--- config.mk ---
export PLATFORM = sky130hd
export DESIGN_NAME = dpctl_regs
export DESIGN_NICKNAME = d
export VERILOG_FILES = /design/src/verilog/dpctl_pkg.sv /design/src/verilog/dpctl_link_if.sv /design/src/verilog/dpctl_nvm.sv /design/src/verilog/dpctl_outdec.sv /design/src/verilog/dpctl_regs.sv
export SDC_FILE = /design/constraint.sdc
export NUM_CORES = 1
export LEC_CHECK = 0
export ABC_AREA = 1
export BUFFER_PORTS_ARGS = -buffer_cell sky130_fd_sc_hd__buf_2
export CAP_MARGIN = 0
export CORE_MARGIN = 5
export CORE_UTILIZATION = 32
export DETAILED_ROUTE_END_ITERATION = 6
export PLACE_DENSITY = 0.48
export SLEW_MARGIN = 20
export SYNTH_ARGS = -nofsm -noshare
export SYNTH_HDL_FRONTEND = slang
export SYNTH_SLANG_ARGS = --single-unit
--- constraint.sdc ---
create_clock -name clock -period 3.1 [get_ports clock]
set_input_delay 0.155 -clock clock [delete_from_list [all_inputs] [get_ports clock]]
set_output_delay 0.155 -clock clock [all_outputs]
set_load 0.01 [all_outputs]
--- src/verilog/dpctl_pkg.sv ---
// shared constants and types of the digipot control register bank
package dpctl_pkg;
   ////////////////////////////////////////////////////////////////////////////
   // command byte addresses
   localparam logic [7:0] ADDR_STATUS = 8'hd0;
   localparam logic [7:0] ADDR_OUTPUT_SETUP = 8'hd1;
   localparam logic [7:0] ADDR_LOCK_NVM = 8'hd3;
   localparam logic [7:0] ADDR_WIPER = 8'h21;
   localparam logic [7:0] ADDR_USER_A = 8'h25;
   ////////////////////////////////////////////////////////////////////////////
   // reset values
   localparam logic [15:0] RST_OUTPUT_SETUP = 16'h01f0;
   localparam logic [15:0] RST_LOCK_NVM = 16'h0008;
   localparam logic [15:0] RST_WIPER = 16'h0000;
   localparam logic [15:0] RST_USER_A = 16'h0000;
   ////////////////////////////////////////////////////////////////////////////
   // field positions
   localparam int LOCK_BIT = 13;
   localparam int SETUP_FIXED_LSB = 5;
   localparam int PDN_LSB = 3;
   localparam int REF_BIT = 2;
   localparam int SPAN_LSB = 0;
   localparam int KEY_LSB = 12;
   localparam int CFG_RST_BIT = 9;
   localparam int RECALL_BIT = 5;
   localparam int STORE_BIT = 4;
   localparam int SWRST_LSB = 0;
   localparam int CODE_LSB = 2;
   localparam int BUSY_BIT = 13;
   ////////////////////////////////////////////////////////////////////////////
   // keys and codes
   localparam logic [7:0] SETUP_FIXED = 8'h0f;
   localparam logic [3:0] UNLOCK_KEY = 4'h5;
   localparam logic [3:0] SWRST_IDLE = 4'h8;
   localparam logic [3:0] SWRST_GO = 4'ha;
   localparam logic [1:0] PDN_UP = 2'h0;
   localparam logic [1:0] PDN_HIZ = 2'h2;
   localparam logic [3:0] GAIN_X2_UNITY = 4'h2;
   localparam int INT_REF_MV = 1210;
   ////////////////////////////////////////////////////////////////////////////
   // timing
   localparam int CLK_PERIOD_NS = 40;
   localparam int STORE_TIME_NS = 20000;
   localparam int RECALL_TIME_NS = 2000;
   localparam int STORE_CYC = (STORE_TIME_NS + CLK_PERIOD_NS - 1) / CLK_PERIOD_NS;
   localparam int RECALL_CYC = (RECALL_TIME_NS + CLK_PERIOD_NS - 1) / CLK_PERIOD_NS;
   ////////////////////////////////////////////////////////////////////////////
   // types
   typedef struct packed {
      logic [1:0] pdn;
      logic ref_en;
      logic [1:0] span;
      logic [7:0] wiper;
      logic [7:0] user;
   } dpctl_pot_t;
   localparam dpctl_pot_t POT_FACTORY = {RST_OUTPUT_SETUP[4:0], RST_WIPER[9:2],
      RST_USER_A[9:2]};
   typedef enum logic [1:0] {
      NV_IDLE = 2'b00,
      NV_STORE = 2'b01,
      NV_RECALL = 2'b10,
      NV_DONE = 2'b11
   } dpctl_nvst_t;
endpackage

--- src/verilog/dpctl_link_if.sv ---
// link between the register bank, the nonvolatile store and the output decoder
`timescale 1ns/1ps
interface dpctl_link_if;
   dpctl_pkg::dpctl_pot_t live;
   dpctl_pkg::dpctl_pot_t load_data;
   logic store_req;
   logic recall_req;
   logic busy;
   logic load_valid;
   modport ctl (output live, store_req, recall_req, input busy, load_valid, load_data);
   modport nvm (input live, store_req, recall_req, output busy, load_valid, load_data);
   modport dec (input live);
endinterface

--- src/verilog/dpctl_nvm.sv ---
// nonvolatile copy of the potentiometer settings with timed store and recall
`timescale 1ns/1ps
module dpctl_nvm (
   input wire logic clock,
   input wire logic resetn,
   dpctl_link_if.nvm lnk
);
   dpctl_pkg::dpctl_nvst_t state_ff;
   dpctl_pkg::dpctl_nvst_t nxt_state;
   logic [9:0] cnt_ff;
   logic [9:0] nxt_cnt;
   dpctl_pkg::dpctl_pot_t cells_ff;
   dpctl_pkg::dpctl_pot_t pend_ff;
   dpctl_pkg::dpctl_pot_t data_ff;
   logic busy_ff;
   logic valid_ff;
   wire logic cnt_end = (cnt_ff == 10'h000);
   ////////////////////////////////////////////////////////////////////////////
   always_comb begin
      nxt_state = state_ff;
      nxt_cnt = cnt_ff - 10'h001;
      case (state_ff)
         dpctl_pkg::NV_IDLE: begin
            nxt_cnt = cnt_ff;
            if (lnk.recall_req) begin
               nxt_state = dpctl_pkg::NV_RECALL;
               nxt_cnt = 10'(dpctl_pkg::RECALL_CYC - 1);
            end else if (lnk.store_req) begin
               nxt_state = dpctl_pkg::NV_STORE;
               nxt_cnt = 10'(dpctl_pkg::STORE_CYC - 1);
            end
         end
         dpctl_pkg::NV_STORE, dpctl_pkg::NV_RECALL: begin
            if (cnt_end) begin
               nxt_state = dpctl_pkg::NV_DONE;
            end
         end
         default: begin
            nxt_state = dpctl_pkg::NV_IDLE;
            nxt_cnt = cnt_ff;
         end
      endcase
   end
   ////////////////////////////////////////////////////////////////////////////
   always_ff @(posedge clock or negedge resetn) begin
      if (!resetn) begin
         state_ff <= dpctl_pkg::NV_IDLE;
         cnt_ff <= 10'h000;
         busy_ff <= 1'b0;
         valid_ff <= 1'b0;
      end else begin
         state_ff <= nxt_state;
         cnt_ff <= nxt_cnt;
         busy_ff <= (nxt_state != dpctl_pkg::NV_IDLE);
         valid_ff <= (state_ff == dpctl_pkg::NV_RECALL) && cnt_end;
      end
   end
   always_ff @(posedge clock or negedge resetn) begin
      if (!resetn) begin
         cells_ff <= dpctl_pkg::POT_FACTORY;
         pend_ff <= dpctl_pkg::POT_FACTORY;
         data_ff <= dpctl_pkg::POT_FACTORY;
      end else begin
         if (state_ff == dpctl_pkg::NV_IDLE && lnk.store_req) begin
            pend_ff <= lnk.live;
         end
         if (state_ff == dpctl_pkg::NV_STORE && cnt_end) begin
            cells_ff <= pend_ff;
         end
         if (state_ff == dpctl_pkg::NV_RECALL && cnt_end) begin
            data_ff <= cells_ff;
         end
      end
   end
   assign lnk.busy = busy_ff;
   assign lnk.load_valid = valid_ff;
   assign lnk.load_data = data_ff;
endmodule

--- src/verilog/dpctl_outdec.sv ---
// decode of the live settings into the analog control levels
`timescale 1ns/1ps
module dpctl_outdec (
   input wire logic clock,
   input wire logic resetn,
   dpctl_link_if.dec lnk,
   output logic [7:0] wiper_code,
   output logic out_drive_en,
   output logic out_pulldown_10k,
   output logic out_high_z,
   output logic int_ref_enable,
   output logic [3:0] gain_x2
);
   logic [3:0] span_gain;
   always_comb begin
      case (lnk.live.span)
         2'h0: span_gain = 4'h3;
         2'h1: span_gain = 4'h4;
         2'h2: span_gain = 4'h6;
         default: span_gain = 4'h8;
      endcase
   end
   wire logic [3:0] nxt_gain = lnk.live.ref_en ? span_gain : dpctl_pkg::GAIN_X2_UNITY;
   ////////////////////////////////////////////////////////////////////////////
   always_ff @(posedge clock or negedge resetn) begin
      if (!resetn) begin
         wiper_code <= dpctl_pkg::POT_FACTORY.wiper;
         out_drive_en <= 1'b0;
         out_pulldown_10k <= 1'b0;
         out_high_z <= 1'b1;
         int_ref_enable <= 1'b0;
         gain_x2 <= dpctl_pkg::GAIN_X2_UNITY;
      end else begin
         wiper_code <= lnk.live.wiper;
         out_drive_en <= (lnk.live.pdn == dpctl_pkg::PDN_UP);
         out_pulldown_10k <= lnk.live.pdn[0];
         out_high_z <= (lnk.live.pdn == dpctl_pkg::PDN_HIZ);
         int_ref_enable <= lnk.live.ref_en;
         gain_x2 <= nxt_gain;
      end
   end
endmodule

--- src/verilog/dpctl_regs.sv ---
// register bank of the buffered-wiper digital potentiometer
`timescale 1ns/1ps
module dpctl_regs (
   input wire logic clock,
   input wire logic resetn,
   input wire logic [7:0] reg_addr,
   input wire logic reg_wr,
   input wire logic [15:0] reg_wdata,
   input wire logic reg_rd,
   output logic [15:0] reg_rdata,
   output logic eeprom_busy_flag,
   output logic device_locked,
   output logic [7:0] wiper_code,
   output logic out_drive_en,
   output logic out_pulldown_10k,
   output logic out_high_z,
   output logic int_ref_enable,
   output logic [3:0] gain_x2
);
   ////////////////////////////////////////////////////////////////////////////
   // state
   dpctl_link_if lnk ();
   logic [1:0] output_power_down_mode_ff;
   logic ref_sel_ff;
   logic [1:0] span_ff;
   logic [7:0] wiper_ff;
   logic [7:0] user_ff;
   logic lock_ff;
   logic store_cmd_ff;
   logic recall_cmd_ff;
   logic [15:0] rdata_ff;
   dpctl_pkg::dpctl_pot_t pot_now;
   dpctl_pkg::dpctl_pot_t nxt_pot;
   logic nxt_lock;
   ////////////////////////////////////////////////////////////////////////////
   // decode
   function automatic logic [7:0] code_field(input logic [15:0] w);
      code_field = w[dpctl_pkg::CODE_LSB + 2 +: 8];
   endfunction
   function automatic logic [15:0] code_word(input logic [7:0] c);
      code_word = {4'h0, c, 4'h0};
   endfunction
   wire logic hit_setup = reg_wr && (reg_addr == dpctl_pkg::ADDR_OUTPUT_SETUP);
   wire logic hit_ctl = reg_wr && (reg_addr == dpctl_pkg::ADDR_LOCK_NVM);
   wire logic hit_wiper = reg_wr && (reg_addr == dpctl_pkg::ADDR_WIPER);
   wire logic hit_user = reg_wr && (reg_addr == dpctl_pkg::ADDR_USER_A);
   wire logic key_ok = (reg_wdata[dpctl_pkg::KEY_LSB +: 4] == dpctl_pkg::UNLOCK_KEY);
   wire logic busy_any = lnk.busy || store_cmd_ff || recall_cmd_ff;
   wire logic pot_open = !lock_ff && !busy_any;
   wire logic wr_setup = hit_setup && pot_open;
   wire logic wr_wiper = hit_wiper && pot_open;
   wire logic wr_user = hit_user && pot_open;
   wire logic wr_ctl = hit_ctl && (!lock_ff || key_ok);
   wire logic do_unlock = wr_ctl && key_ok;
   wire logic ctl_cmd = wr_ctl && !busy_any;
   wire logic cfg_rst = ctl_cmd && reg_wdata[dpctl_pkg::CFG_RST_BIT];
   wire logic sw_rst = ctl_cmd && !cfg_rst &&
      (reg_wdata[dpctl_pkg::SWRST_LSB +: 4] == dpctl_pkg::SWRST_GO);
   wire logic recall_go = (ctl_cmd && !cfg_rst && reg_wdata[dpctl_pkg::RECALL_BIT]) || sw_rst;
   wire logic store_go = ctl_cmd && !cfg_rst && !recall_go && reg_wdata[dpctl_pkg::STORE_BIT];
   wire logic lock_go = wr_setup && reg_wdata[dpctl_pkg::LOCK_BIT];
   assign pot_now = {output_power_down_mode_ff, ref_sel_ff, span_ff, wiper_ff, user_ff};
   ////////////////////////////////////////////////////////////////////////////
   // next state of the potentiometer settings and lock
   always_comb begin
      nxt_pot = pot_now;
      if (lnk.load_valid) begin
         nxt_pot = lnk.load_data;
      end else if (cfg_rst || sw_rst) begin
         nxt_pot = dpctl_pkg::POT_FACTORY;
      end else begin
         if (wr_setup) begin
            nxt_pot.pdn = reg_wdata[dpctl_pkg::PDN_LSB +: 2];
            nxt_pot.ref_en = reg_wdata[dpctl_pkg::REF_BIT];
            nxt_pot.span = reg_wdata[dpctl_pkg::SPAN_LSB +: 2];
         end
         if (wr_wiper) begin
            nxt_pot.wiper = code_field(reg_wdata);
         end
         if (wr_user) begin
            nxt_pot.user = code_field(reg_wdata);
         end
      end
   end
   assign nxt_lock = (cfg_rst || sw_rst || do_unlock) ? 1'b0 : (lock_ff || lock_go);
   ////////////////////////////////////////////////////////////////////////////
   // registers
   always_ff @(posedge clock or negedge resetn) begin
      if (!resetn) begin
         output_power_down_mode_ff <= dpctl_pkg::POT_FACTORY.pdn;
         ref_sel_ff <= dpctl_pkg::POT_FACTORY.ref_en;
         span_ff <= dpctl_pkg::POT_FACTORY.span;
         wiper_ff <= dpctl_pkg::POT_FACTORY.wiper;
         user_ff <= dpctl_pkg::POT_FACTORY.user;
      end else begin
         output_power_down_mode_ff <= nxt_pot.pdn;
         ref_sel_ff <= nxt_pot.ref_en;
         span_ff <= nxt_pot.span;
         wiper_ff <= nxt_pot.wiper;
         user_ff <= nxt_pot.user;
      end
   end
   always_ff @(posedge clock or negedge resetn) begin
      if (!resetn) begin
         lock_ff <= 1'b0;
         store_cmd_ff <= 1'b0;
         recall_cmd_ff <= 1'b0;
         device_locked <= 1'b0;
      end else begin
         lock_ff <= nxt_lock;
         device_locked <= nxt_lock;
         store_cmd_ff <= store_go || (store_cmd_ff && !lnk.busy);
         recall_cmd_ff <= recall_go || (recall_cmd_ff && !lnk.busy);
      end
   end
   ////////////////////////////////////////////////////////////////////////////
   // read side
   wire logic [15:0] rd_setup = {2'b00, 1'b0, dpctl_pkg::SETUP_FIXED, output_power_down_mode_ff,
      ref_sel_ff, span_ff};
   wire logic [15:0] rd_ctl = {4'h0, 2'b00, 1'b0, 3'b000, recall_cmd_ff, store_cmd_ff,
      dpctl_pkg::SWRST_IDLE};
   wire logic [15:0] rd_status = 16'(lnk.busy) << dpctl_pkg::BUSY_BIT;
   logic [15:0] rd_val;
   always_comb begin
      case (reg_addr)
         dpctl_pkg::ADDR_STATUS: rd_val = rd_status;
         dpctl_pkg::ADDR_OUTPUT_SETUP: rd_val = rd_setup;
         dpctl_pkg::ADDR_LOCK_NVM: rd_val = rd_ctl;
         dpctl_pkg::ADDR_WIPER: rd_val = code_word(wiper_ff);
         dpctl_pkg::ADDR_USER_A: rd_val = code_word(user_ff);
         default: rd_val = 16'h0000;
      endcase
   end
   always_ff @(posedge clock or negedge resetn) begin
      if (!resetn) begin
         rdata_ff <= 16'h0000;
      end else if (reg_rd) begin
         rdata_ff <= rd_val;
      end
   end
   assign reg_rdata = rdata_ff;
   ////////////////////////////////////////////////////////////////////////////
   // submodules
   assign lnk.live = pot_now;
   assign lnk.store_req = store_cmd_ff;
   assign lnk.recall_req = recall_cmd_ff;
   assign eeprom_busy_flag = lnk.busy;
   dpctl_nvm u_nvm (
      .clock(clock),
      .resetn(resetn),
      .lnk(lnk.nvm)
   );
   dpctl_outdec u_dec (
      .clock(clock),
      .resetn(resetn),
      .lnk(lnk.dec),
      .wiper_code(wiper_code),
      .out_drive_en(out_drive_en),
      .out_pulldown_10k(out_pulldown_10k),
      .out_high_z(out_high_z),
      .int_ref_enable(int_ref_enable),
      .gain_x2(gain_x2)
   );
endmodule
==> results of run 1 <==
## repair_timing
item                      CTS  global route
setup buffers               0             0
hold buffers                2             0
hold endpoints to repair   40             0
resized for setup           0             0
## sequential cells by signal, summed over array words and instances (netlist names), 4 cells and up
| signal | flops |
|---|---|
| u_nvm.cells_ff | 21 |
| u_nvm.cnt_ff | 10 |
| u_dec.wiper_code | 8 |
| u_nvm.pend_ff | 21 |
| wiper_ff | 8 |
| reg_rdata | 13 |
| u_dec.gain_x2 | 4 |
| u_nvm.lnk.load_data | 21 |
| user_ff | 8 |
## power by group
part	switching (µW)	internal (µW)	total [µW]
clock	720	1300	2020
sequential	0.996	1700	1700
combinational	69.5	28.1	97.5
total	790	3030	3820
## metal layers
layer  wire length, µm  part of all wire  GRT usage  up-vias
met1              6810              0.46      0.194     2154
met2              7240              0.49      0.234       83
li1                  -                 -          -     2276
met5                 0                 0          0        -
met3               634             0.043     0.0374        6
met4               130            0.0088     0.0513        0
## cell type report
class	instances	area share
sequential	130	0.467
clock inverter	10	0.0190
clock buffer	22	0.0665
multi-input combinational	443	0.306
timing repair buffer	66	0.0530
inverter	88	0.0473
tap	229	0.0410
## cell usage after synthesis (2+ instances only)
cell and instances:
nand2_1 249, dfrtp_1 124, inv_1 82, o21ai_0 64, nor2_1 22, nand3_1 20
nand4_1 18, clkbuf_1 15, a21oi_1 13, ha_1 10, nand3_2 10, buf_2 7
dfstp_2 6, a22oi_1 4, inv_2 4, nor3_1 4, o22ai_1 4, o31ai_1 4
buf_4 3, nor2_4 3, clkinv_1 2, nor2_2 2
## critical path, cell delays in order, from the launching register on
cell and delay (ns):
dfrtp_1 0.32, buf_4 0.24, clkinv_1 0.64, buf_4 0.43, nand3_1 0.11, inv_1 0.07, nand2_1 0.06, nand2_1 0.05
## metrics by stage
step                      cells  cell area (µm²)
after CTS                   988             6980
final                       988             6980
after global routing        988             6980
after floorplan             687             5850
after detailed placement    954             6360
after global placement      954             6360
## worst paths after layout
path,from,to
max,u_nvm.lnk.load_valid,span_ff[1]
max in group asynchronous,resetn,u_nvm.pend_ff[20]
min,reg_rd,reg_rdata[11]
max reg2reg,u_nvm.lnk.load_valid,span_ff[1]
min reg2reg,wiper_ff[6],u_dec.wiper_code[6]
min in group asynchronous,resetn,reg_rdata[0]
## cells by family (layout without fill, tap and decap cells)
group,after synthesis,count (layout),synth area share
adder cells (fa/ha/maj),10,10,0.0214
AO/OA/AOI/OAI,93,93,0.0869
XOR/XNOR,1,1,0.00150
other,1,3,0.000642
flip-flops,130,130,0.558
buffers and inverters,114,186,0.0779
AND/OR/NAND/NOR,336,336,0.254
==> impl_metrics.json, run 1 <==
{
  "rrSetupSlack_ns": 1.05,
  "clock_path_buffers": 2,
  "post-place-ws_ns": 1.06,
  "drive_gt1_frac": 0.167,
  "grt_pass1_wl_mm": 24.6,
  "vias": 4519,
  "syn_inst": 685,
  "finalHoldViolations": 0,
  "syn2layout_area_growth_pct": 19.4,
  "drt_iter0_drc": 266,
  "start_util": 0.325,
  "r2r_cells": 7,
  "critPathKind": "reg -> reg",
  "holdWs_ns": 0.0519,
  "slew_headroom": 0.505,
  "fin_skew_ns": 0.0121,
  "die_h_um": 145,
  "irDropWorstVdd_v": 0.000367,
  "n_antenna_cell": 0,
  "end_kind": "flop",
  "slew_viol_final": 0,
  "overflow": 0,
  "critPathRequiredTime_ns": 3.40,
  "seq_area_um2": 3260,
  "cts.clk_slew.worst_paths_ns": 0.06,
  "final_cell_mix": "nand2_1, dfrtp_1, inv_1",
  "post-route-util": 0.389,
  "wl_per_cell_um": 15.0,
  "power_leakage_uw": 0.00379,
  "multi_input_area_um2": 2140,
  "core_um2": 18000,
  "cp-start-kind": "flop",
  "wl_mm": 14.8,
  "netlist_top_cells_area": "dfrtp_1, nand2_1, o21ai_0",
  "fin_tns_setup_ns": 0,
  "grt_pass1_vias": 4639,
  "antenna_found_initial": 0,
  "root_buffer": "clkbuf_16",
  "synth_edf_count": 0,
  "clock-sinks": 130,
  "power_uw": 3820,
  "hold_class": "in -> reg",
  "syn_area_um2": 5850,
  "seq_area_frac_synth": 0.558,
  "cap_violations": 0,
  "timing.critical_path.fanout_max": 23,
  "place_congestion": 0.801,
  "timing.fmax_mhz": 489,
  "worstMarginPinSlew_ns": 0.738,
  "hpwl_mm": 10.4,
  "grt_use_total": 0.147,
  "fin_nets": 784,
  "ys_ff_latch": 130,
  "h-tree-depth": 4,
  "final_common_cell": "nand2_1",
  "post_synth_num_cell_types": 37,
  "yosysWarningCount": 0,
  "io_pins": 62,
  "grt_max_degree": 87,
  "setup_viol": 0,
  "syn_area_per_cell_um2": 8.53,
  "final.fill_count": 1867,
  "period_share": 0.660,
  "fin_ws_ns": 1.05,
  "status": "completed",
  "drcViolationCount": 0,
  "power.density_nw_per_um2": 547,
  "fin_crit_ns": 2.05,
  "die_w_um": 145,
  "place.port_buffers": 58,
  "clk_latency_ns": 0.42,
  "yosys.area.top_type": "dfrtp_1",
  "synth_ff_type": "dfrtp_1",
  "rsz0062_at_grt": "false",
  "first_pass_iters": 5,
  "fp-row-count": 49,
  "ys_async_sr_fraction": 1.00,
  "cts_tree": "yes",
  "min_path_cells": 3,
  "via_per_inst": 4.57,
  "cts_buffers": 17,
  "dieArea_um2": 21100,
  "cp.arrival_ns": 2.34,
  "postRouteAntennaNets": 0,
  "synth_top_area_frac": 0.531
}
(Power assumes the default switching activity.)
==> run 2, diff against run 1 <==
==> constraint.sdc (replaced) <==
create_clock -name clock -period 2 [get_ports clock]
set_input_delay 0.1 -clock clock [delete_from_list [all_inputs] [get_ports clock]]
set_output_delay 0.1 -clock clock [all_outputs]
set_load 0.01 [all_outputs]
==> run 2 against run 1 <==
Highest routed layer unchanged. Sequential power grew 55%. First-iteration DRC count grew 17%. Worst hold slack lost 0.019 ns. Global-route usage is essentially flat. Non-clock buffer count grew 7. Maximum frequency grew 16%. Critical path depth is the same. Sequential share of layout area shrank 0.47 points. Cell count grew 0.71%. Via count grew 2.6%.
==> impl_metrics.json, run 2 (synthesis results as in run 1) <==
{
  "die_h_um": 145,
  "post-route-util": 0.393,
  "clockPowerShare": 0.518,
  "drive_gt1_frac": 0.172,
  "fin_tns_setup_ns": 0,
  "irDropWorstVdd_v": 0.000608,
  "syn2layout_area_growth_pct": 20.7,
  "crit_buf_inv": 0,
  "max_stage_delay_ns": 0.44,
  "path_delay_family": "simple AND/OR/NAND/NOR gates",
  "end_kind": "flop",
  "grt_pass1_wl_mm": 24.6,
  "final_common_cell": "nand2_1",
  "cp-start-kind": "flop",
  "root_buffer": "clkbuf_16",
  "timing.critical_path.fanout_max": 33,
  "via_per_inst": 4.66,
  "pwr-share-seq": 0.453,
  "place_congestion": 0.799,
  "crit_path_cell_trace": "nor2_4, nand2_4, a21oi_4, nand3_4, nand3_2, nand2_1, o21ai_0",
  "overflow": 0,
  "grt_pass1_vias": 4642,
  "cts.clk_slew.worst_paths_ns": 0.06,
  "wl_met3_um": 508,
  "fin_crit_ns": 1.77,
  "core_um2": 18000,
  "grt_use_total": 0.147,
  "place.port_buffers": 58,
  "fin_nets": 791,
  "clock_path_buffers": 2,
  "finalHoldViolations": 0,
  "internal-power_uw": 4580,
  "p_sw_uw": 1240,
  "cap_violations": 0,
  "wl_per_cell_um": 15.2,
  "antenna_found_initial": 0,
  "cts_buffers": 17,
  "crit_path_top_delay_cell": "dfrtp_1",
  "hold_class": "in -> reg",
  "worstMarginPinSlew_ns": 0.636,
  "first_pass_iters": 4,
  "wl_mm": 15.1,
  "die_w_um": 145,
  "dieArea_um2": 21100,
  "dr_wl_met2_mm": 7.23,
  "drt_iter0_drc": 312,
  "clk_latency_ns": 0.41,
  "n_antenna_cell": 0,
  "setup_viol": 0,
  "power_frac_comb": 0.028,
  "io_pins": 62,
  "power.density_nw_per_um2": 824,
  "hpwl_mm": 10.6,
  "timing.fmax_mhz": 565,
  "switching_share": 0.213,
  "final_cell_mix": "nand2_1, dfrtp_1, inv_1",
  "fin_skew_ns": 0.00640,
  "cp.arrival_ns": 2.10,
  "clock-sinks": 130,
  "critPathRequiredTime_ns": 2.33,
  "power_leakage_uw": 0.00382,
  "grt_max_degree": 48,
  "cts_tree": "yes",
  "met1Wirelength_mm": 7.11,
  "drcViolationCount": 0,
  "period_share": 0.884,
  "postCtsSetupBuffers": 0,
  "fp-row-count": 49,
  "final.fill_count": 1817,
  "start_util": 0.325,
  "h-tree-depth": 4,
  "rsz0062_at_grt": "false",
  "slew_headroom": 0.576,
  "status": "completed",
  "postRouteAntennaNets": 0,
  "slew_viol_final": 0,
  "critPathKind": "reg -> reg",
  "vias": 4638,
  "highest_layer": "met4"
}
run 2: cell count changes in the layout (fill, tap and decap cells not counted), sizes merged:
cell | before | now
buf | 64 | 68
dlygate4sd3 | 2 | 5
clkinvlp | 0 | 2
bufinv | 3 | 2
clkinv | 9 | 8
run 2: final timing paths:
| kind | start | end | slack (ns) | depth (start not counted) |
|---|---|---|---|---|
| worst max-delay path | lnk.store_req | wiper_ff[5] | 0.23 | 7 |
| worst min-delay path | reg_wdata[1] | span_ff[1] | 0.03 | 5 |
| worst max register to register | lnk.store_req | wiper_ff[5] | 0.23 | 7 |
| worst min register to register | wiper_ff[5] | u_dec.wiper_code[5] | 0.41 | 0 |
| max in group asynchronous | resetn | u_nvm.pend_ff[20] | 1.01 | 3 |
| min in group asynchronous | resetn | u_nvm.cnt_ff[9] | 0.25 | 2 |
run 2: area by class of cell:
type | instances | area (µm²) | area share
Sequential cell | 130 | 3260 | 0.462
Multi-Input combinational cell | 443 | 2150 | 0.304
Clock buffer | 22 | 464 | 0.0658
Timing Repair Buffer | 73 | 455 | 0.0646
Inverter | 88 | 330 | 0.0468
Tap cell | 229 | 287 | 0.0406
Clock inverter | 10 | 109 | 0.0154
run 2: metal layers:
layer | track usage | vias up
met4 | 0.0499 | 0
met2 | 0.236 | 76
met3 | 0.0365 | 15
li1 | - | 2288
met1 | 0.193 | 2259
met5 | 0 | -
run 2: worst min-delay path: cells and delay by family:
kind / cells / cell delay [ns]
AND/OR/NAND/NOR: 4 / 0.21
buffers and inverters: 1 / 0.10
run 2: metrics by stage:
step	setup WS [ns]	area, µm²	power, µW	hold slack (ns)	instances
finish	0.231	7050	5810	0.0324	995
global route	0.0893	7050	6030	0.0605	995
CTS	0.150	7040	5910	0.00487	995
detailed placement	0.171	6420	2850	0.163	958
global placement	0.158	6420	2840	0.153	958
floorplan	0.397	5850	2730	-0.196	687
run 2: what timing repair did:
| action | CTS | global route |
|---|---|---|
| resized for setup | 0 | 2 |
| setup endpoints to repair | 0 | 2 |
| endpoints found under the hold margin | 45 | 0 |
| hold buffers | 5 | 0 |
run 2: power groups by stage:
stage / registers [µW] / logic (µW) / clock network (µW)
after global routing: 2630 / 191 / 3210
after CTS: 2640 / 172 / 3100
after detailed placement: 2680 / 165 / 0
after global placement: 2680 / 162 / 0
final: 2640 / 165 / 3010
after floorplan: 2680 / 48.4 / 0
==> run 3, diff against run 2 <==
--- a/config.mk
+++ b/config.mk
@@ -9,9 +9,9 @@
 export BUFFER_PORTS_ARGS = -buffer_cell sky130_fd_sc_hd__buf_2
 export CAP_MARGIN = 0
 export CORE_MARGIN = 5
-export CORE_UTILIZATION = 32
+export CORE_UTILIZATION = 40
 export DETAILED_ROUTE_END_ITERATION = 6
-export PLACE_DENSITY = 0.48
+export PLACE_DENSITY = 0.57
 export SLEW_MARGIN = 20
 export SYNTH_ARGS = -nofsm -noshare
 export SYNTH_HDL_FRONTEND = slang
==> run 3 against run 2 <==
Non-clock buffer count decreased by 1. Clock skew increased by 0.0037 ns. Die area decreased by 19%. Global-route usage increased by 3.2 points. Critical path type unchanged. Highest routed layer unchanged. Maximum frequency decreased by 0.73%. Cell count decreased by 4.7%.
==> impl_metrics.json, run 3 (synthesis results as in run 1) <==
{
  "vias": 4647,
  "power.density_nw_per_um2": 824,
  "pwr-share-seq": 0.458,
  "start_util": 0.405,
  "syn2layout_area_growth_pct": 19.3,
  "irDropWorstVdd_v": 0.000586,
  "crit_path_cell_trace": "nor2_4, nand2_4, a21oi_4, nand3_4, buf_4, nand3_2, nand2_1, nand2_1, nand2_1",
  "r2r-start": "lnk.store_req",
  "die_w_um": 131,
  "hold_class": "in -> reg",
  "slew_headroom": 0.658,
  "hpwl_mm": 9.63,
  "via_per_inst": 4.90,
  "cp.arrival_ns": 2.09,
  "seq_area_um2": 3260,
  "drt_iter0_drc": 306,
  "grt_pass1_wl_mm": 23.4,
  "path_delay_family": "simple AND/OR/NAND/NOR gates",
  "h-tree-depth": 4,
  "startpoint": "lnk.store_req",
  "cts_tree": "yes",
  "critPathRequiredTime_ns": 2.31,
  "clock-sinks": 130,
  "max_stage_delay_ns": 0.45,
  "crit_path_top_delay_cell": "dfrtp_1",
  "clock_path_buffers": 2,
  "setup_viol": 0,
  "timing.critical_path.fanout_max": 22,
  "overflow": 0,
  "end_kind": "flop",
  "p_sw_uw": 1220,
  "slew_viol_final": 0,
  "switching_share": 0.213,
  "critPathKind": "reg -> reg",
  "wl_mm": 14.1,
  "grt_use_total": 0.178,
  "io_pins": 62,
  "wl_per_cell_um": 14.9,
  "critPathMostFrequentCell": "nand2_1",
  "root_buffer": "clkbuf_16",
  "clockPowerShare": 0.514,
  "first_pass_iters": 5,
  "worstMarginPinSlew_ns": 0.511,
  "multi_input_area_um2": 2150,
  "fin_nets": 790,
  "hold_start": "reg_wdata[5]",
  "status": "completed",
  "final.fill_count": 1400,
  "core_um2": 14400,
  "fp-row-count": 44,
  "internal-power_uw": 4530,
  "rsz0062_at_grt": "false",
  "power_leakage_uw": 0.00381,
  "dieArea_um2": 17100,
  "cap_violations": 0,
  "antenna_found_initial": 0,
  "drcViolationCount": 0,
  "fin_crit_ns": 1.78,
  "final_cell_mix": "nand2_1, dfrtp_1, inv_1",
  "die_h_um": 131,
  "period_share": 0.891,
  "postRouteAntennaNets": 0,
  "holdWs_ns": 0.0325,
  "cp-start-kind": "flop",
  "cts_buffers": 17,
  "timing.fmax_mhz": 561,
  "power_frac_comb": 0.028,
  "fin_tns_setup_ns": 0,
  "cts.clk_slew.worst_paths_ns": 0.05,
  "finalHoldViolations": 0,
  "place.port_buffers": 58,
  "place_congestion": 0.863,
  "grt_max_degree": 61,
  "grt_pass1_vias": 4514,
  "crit_buf_inv": 1,
  "drive_gt1_frac": 0.171,
  "fin_skew_ns": 0.0101,
  "final_common_cell": "nand2_1",
  "clk_latency_ns": 0.42,
  "n_antenna_cell": 0
}
[run 3: metal layers]
metal / up-vias / share of wire / global-route usage
met1: 2230 / 0.46 / 0.240
met2: 108 / 0.47 / 0.275
met3: 23 / 0.047 / 0.0508
met4: 0 / 0.021 / 0.0653
met5: - / 0 / 0
li1: 2286 / - / -
[run 3: repair_timing]
action                                  CTS  global route
hold buffers                              5             0
endpoints found under the setup margin    0             2
gates resized for setup                   0             2
hold endpoints to repair                101             0
buffers inserted                          0             0
[run 3: tightest hold or removal path, cell delays in order]
cell and delay [ns]:
buf_2 0.13, o21ai_0 0.09, o21ai_0 0.08
[run 3: path summary, 6_finish.rpt]
kind / to / cells past startpoint / slack (ns)
max: user_ff[2] / 9 / 0.22
min: lnk.recall_req / 3 / 0.03
max reg2reg: user_ff[2] / 9 / 0.22
min reg2reg: u_dec.wiper_code[5] / 0 / 0.38
max in group asynchronous: u_nvm.pend_ff[14] / 3 / 1.21
min in group asynchronous: u_nvm.cnt_ff[1] / 2 / 0.14
[run 3: stage by stage]
stage,util,instances,total power (µW),setup WS [ns],instance area (µm²)
2_1_floorplan,-,687,2730,0.397,5850
3_3_place_gp,0.441,912,2840,0.219,6360
3_5_place_dp,0.441,912,2840,0.178,6360
4_1_cts,0.483,948,5840,0.170,6970
5_1_grt,0.484,948,5980,0.0578,6980
6_report,0.484,948,5750,0.218,6980
[run 3: area by class of cell]
type,count,share of cell area
clock inverters,11,0.0163
multi-input cells,443,0.308
flip-flops and latches,130,0.467
repair buffers,72,0.0642
inverters,88,0.0473
clock buffers,20,0.0640
well taps,184,0.0330
[run 3: power by group through the flow]
stage	Combinational [µW]	Sequential (µW)	Clock, µW
after floorplan	48.4	2680	0
after global placement	157	2680	0
after detailed placement	160	2680	0
after CTS	167	2640	3040
after global routing	184	2630	3160
final	161	2640	2950
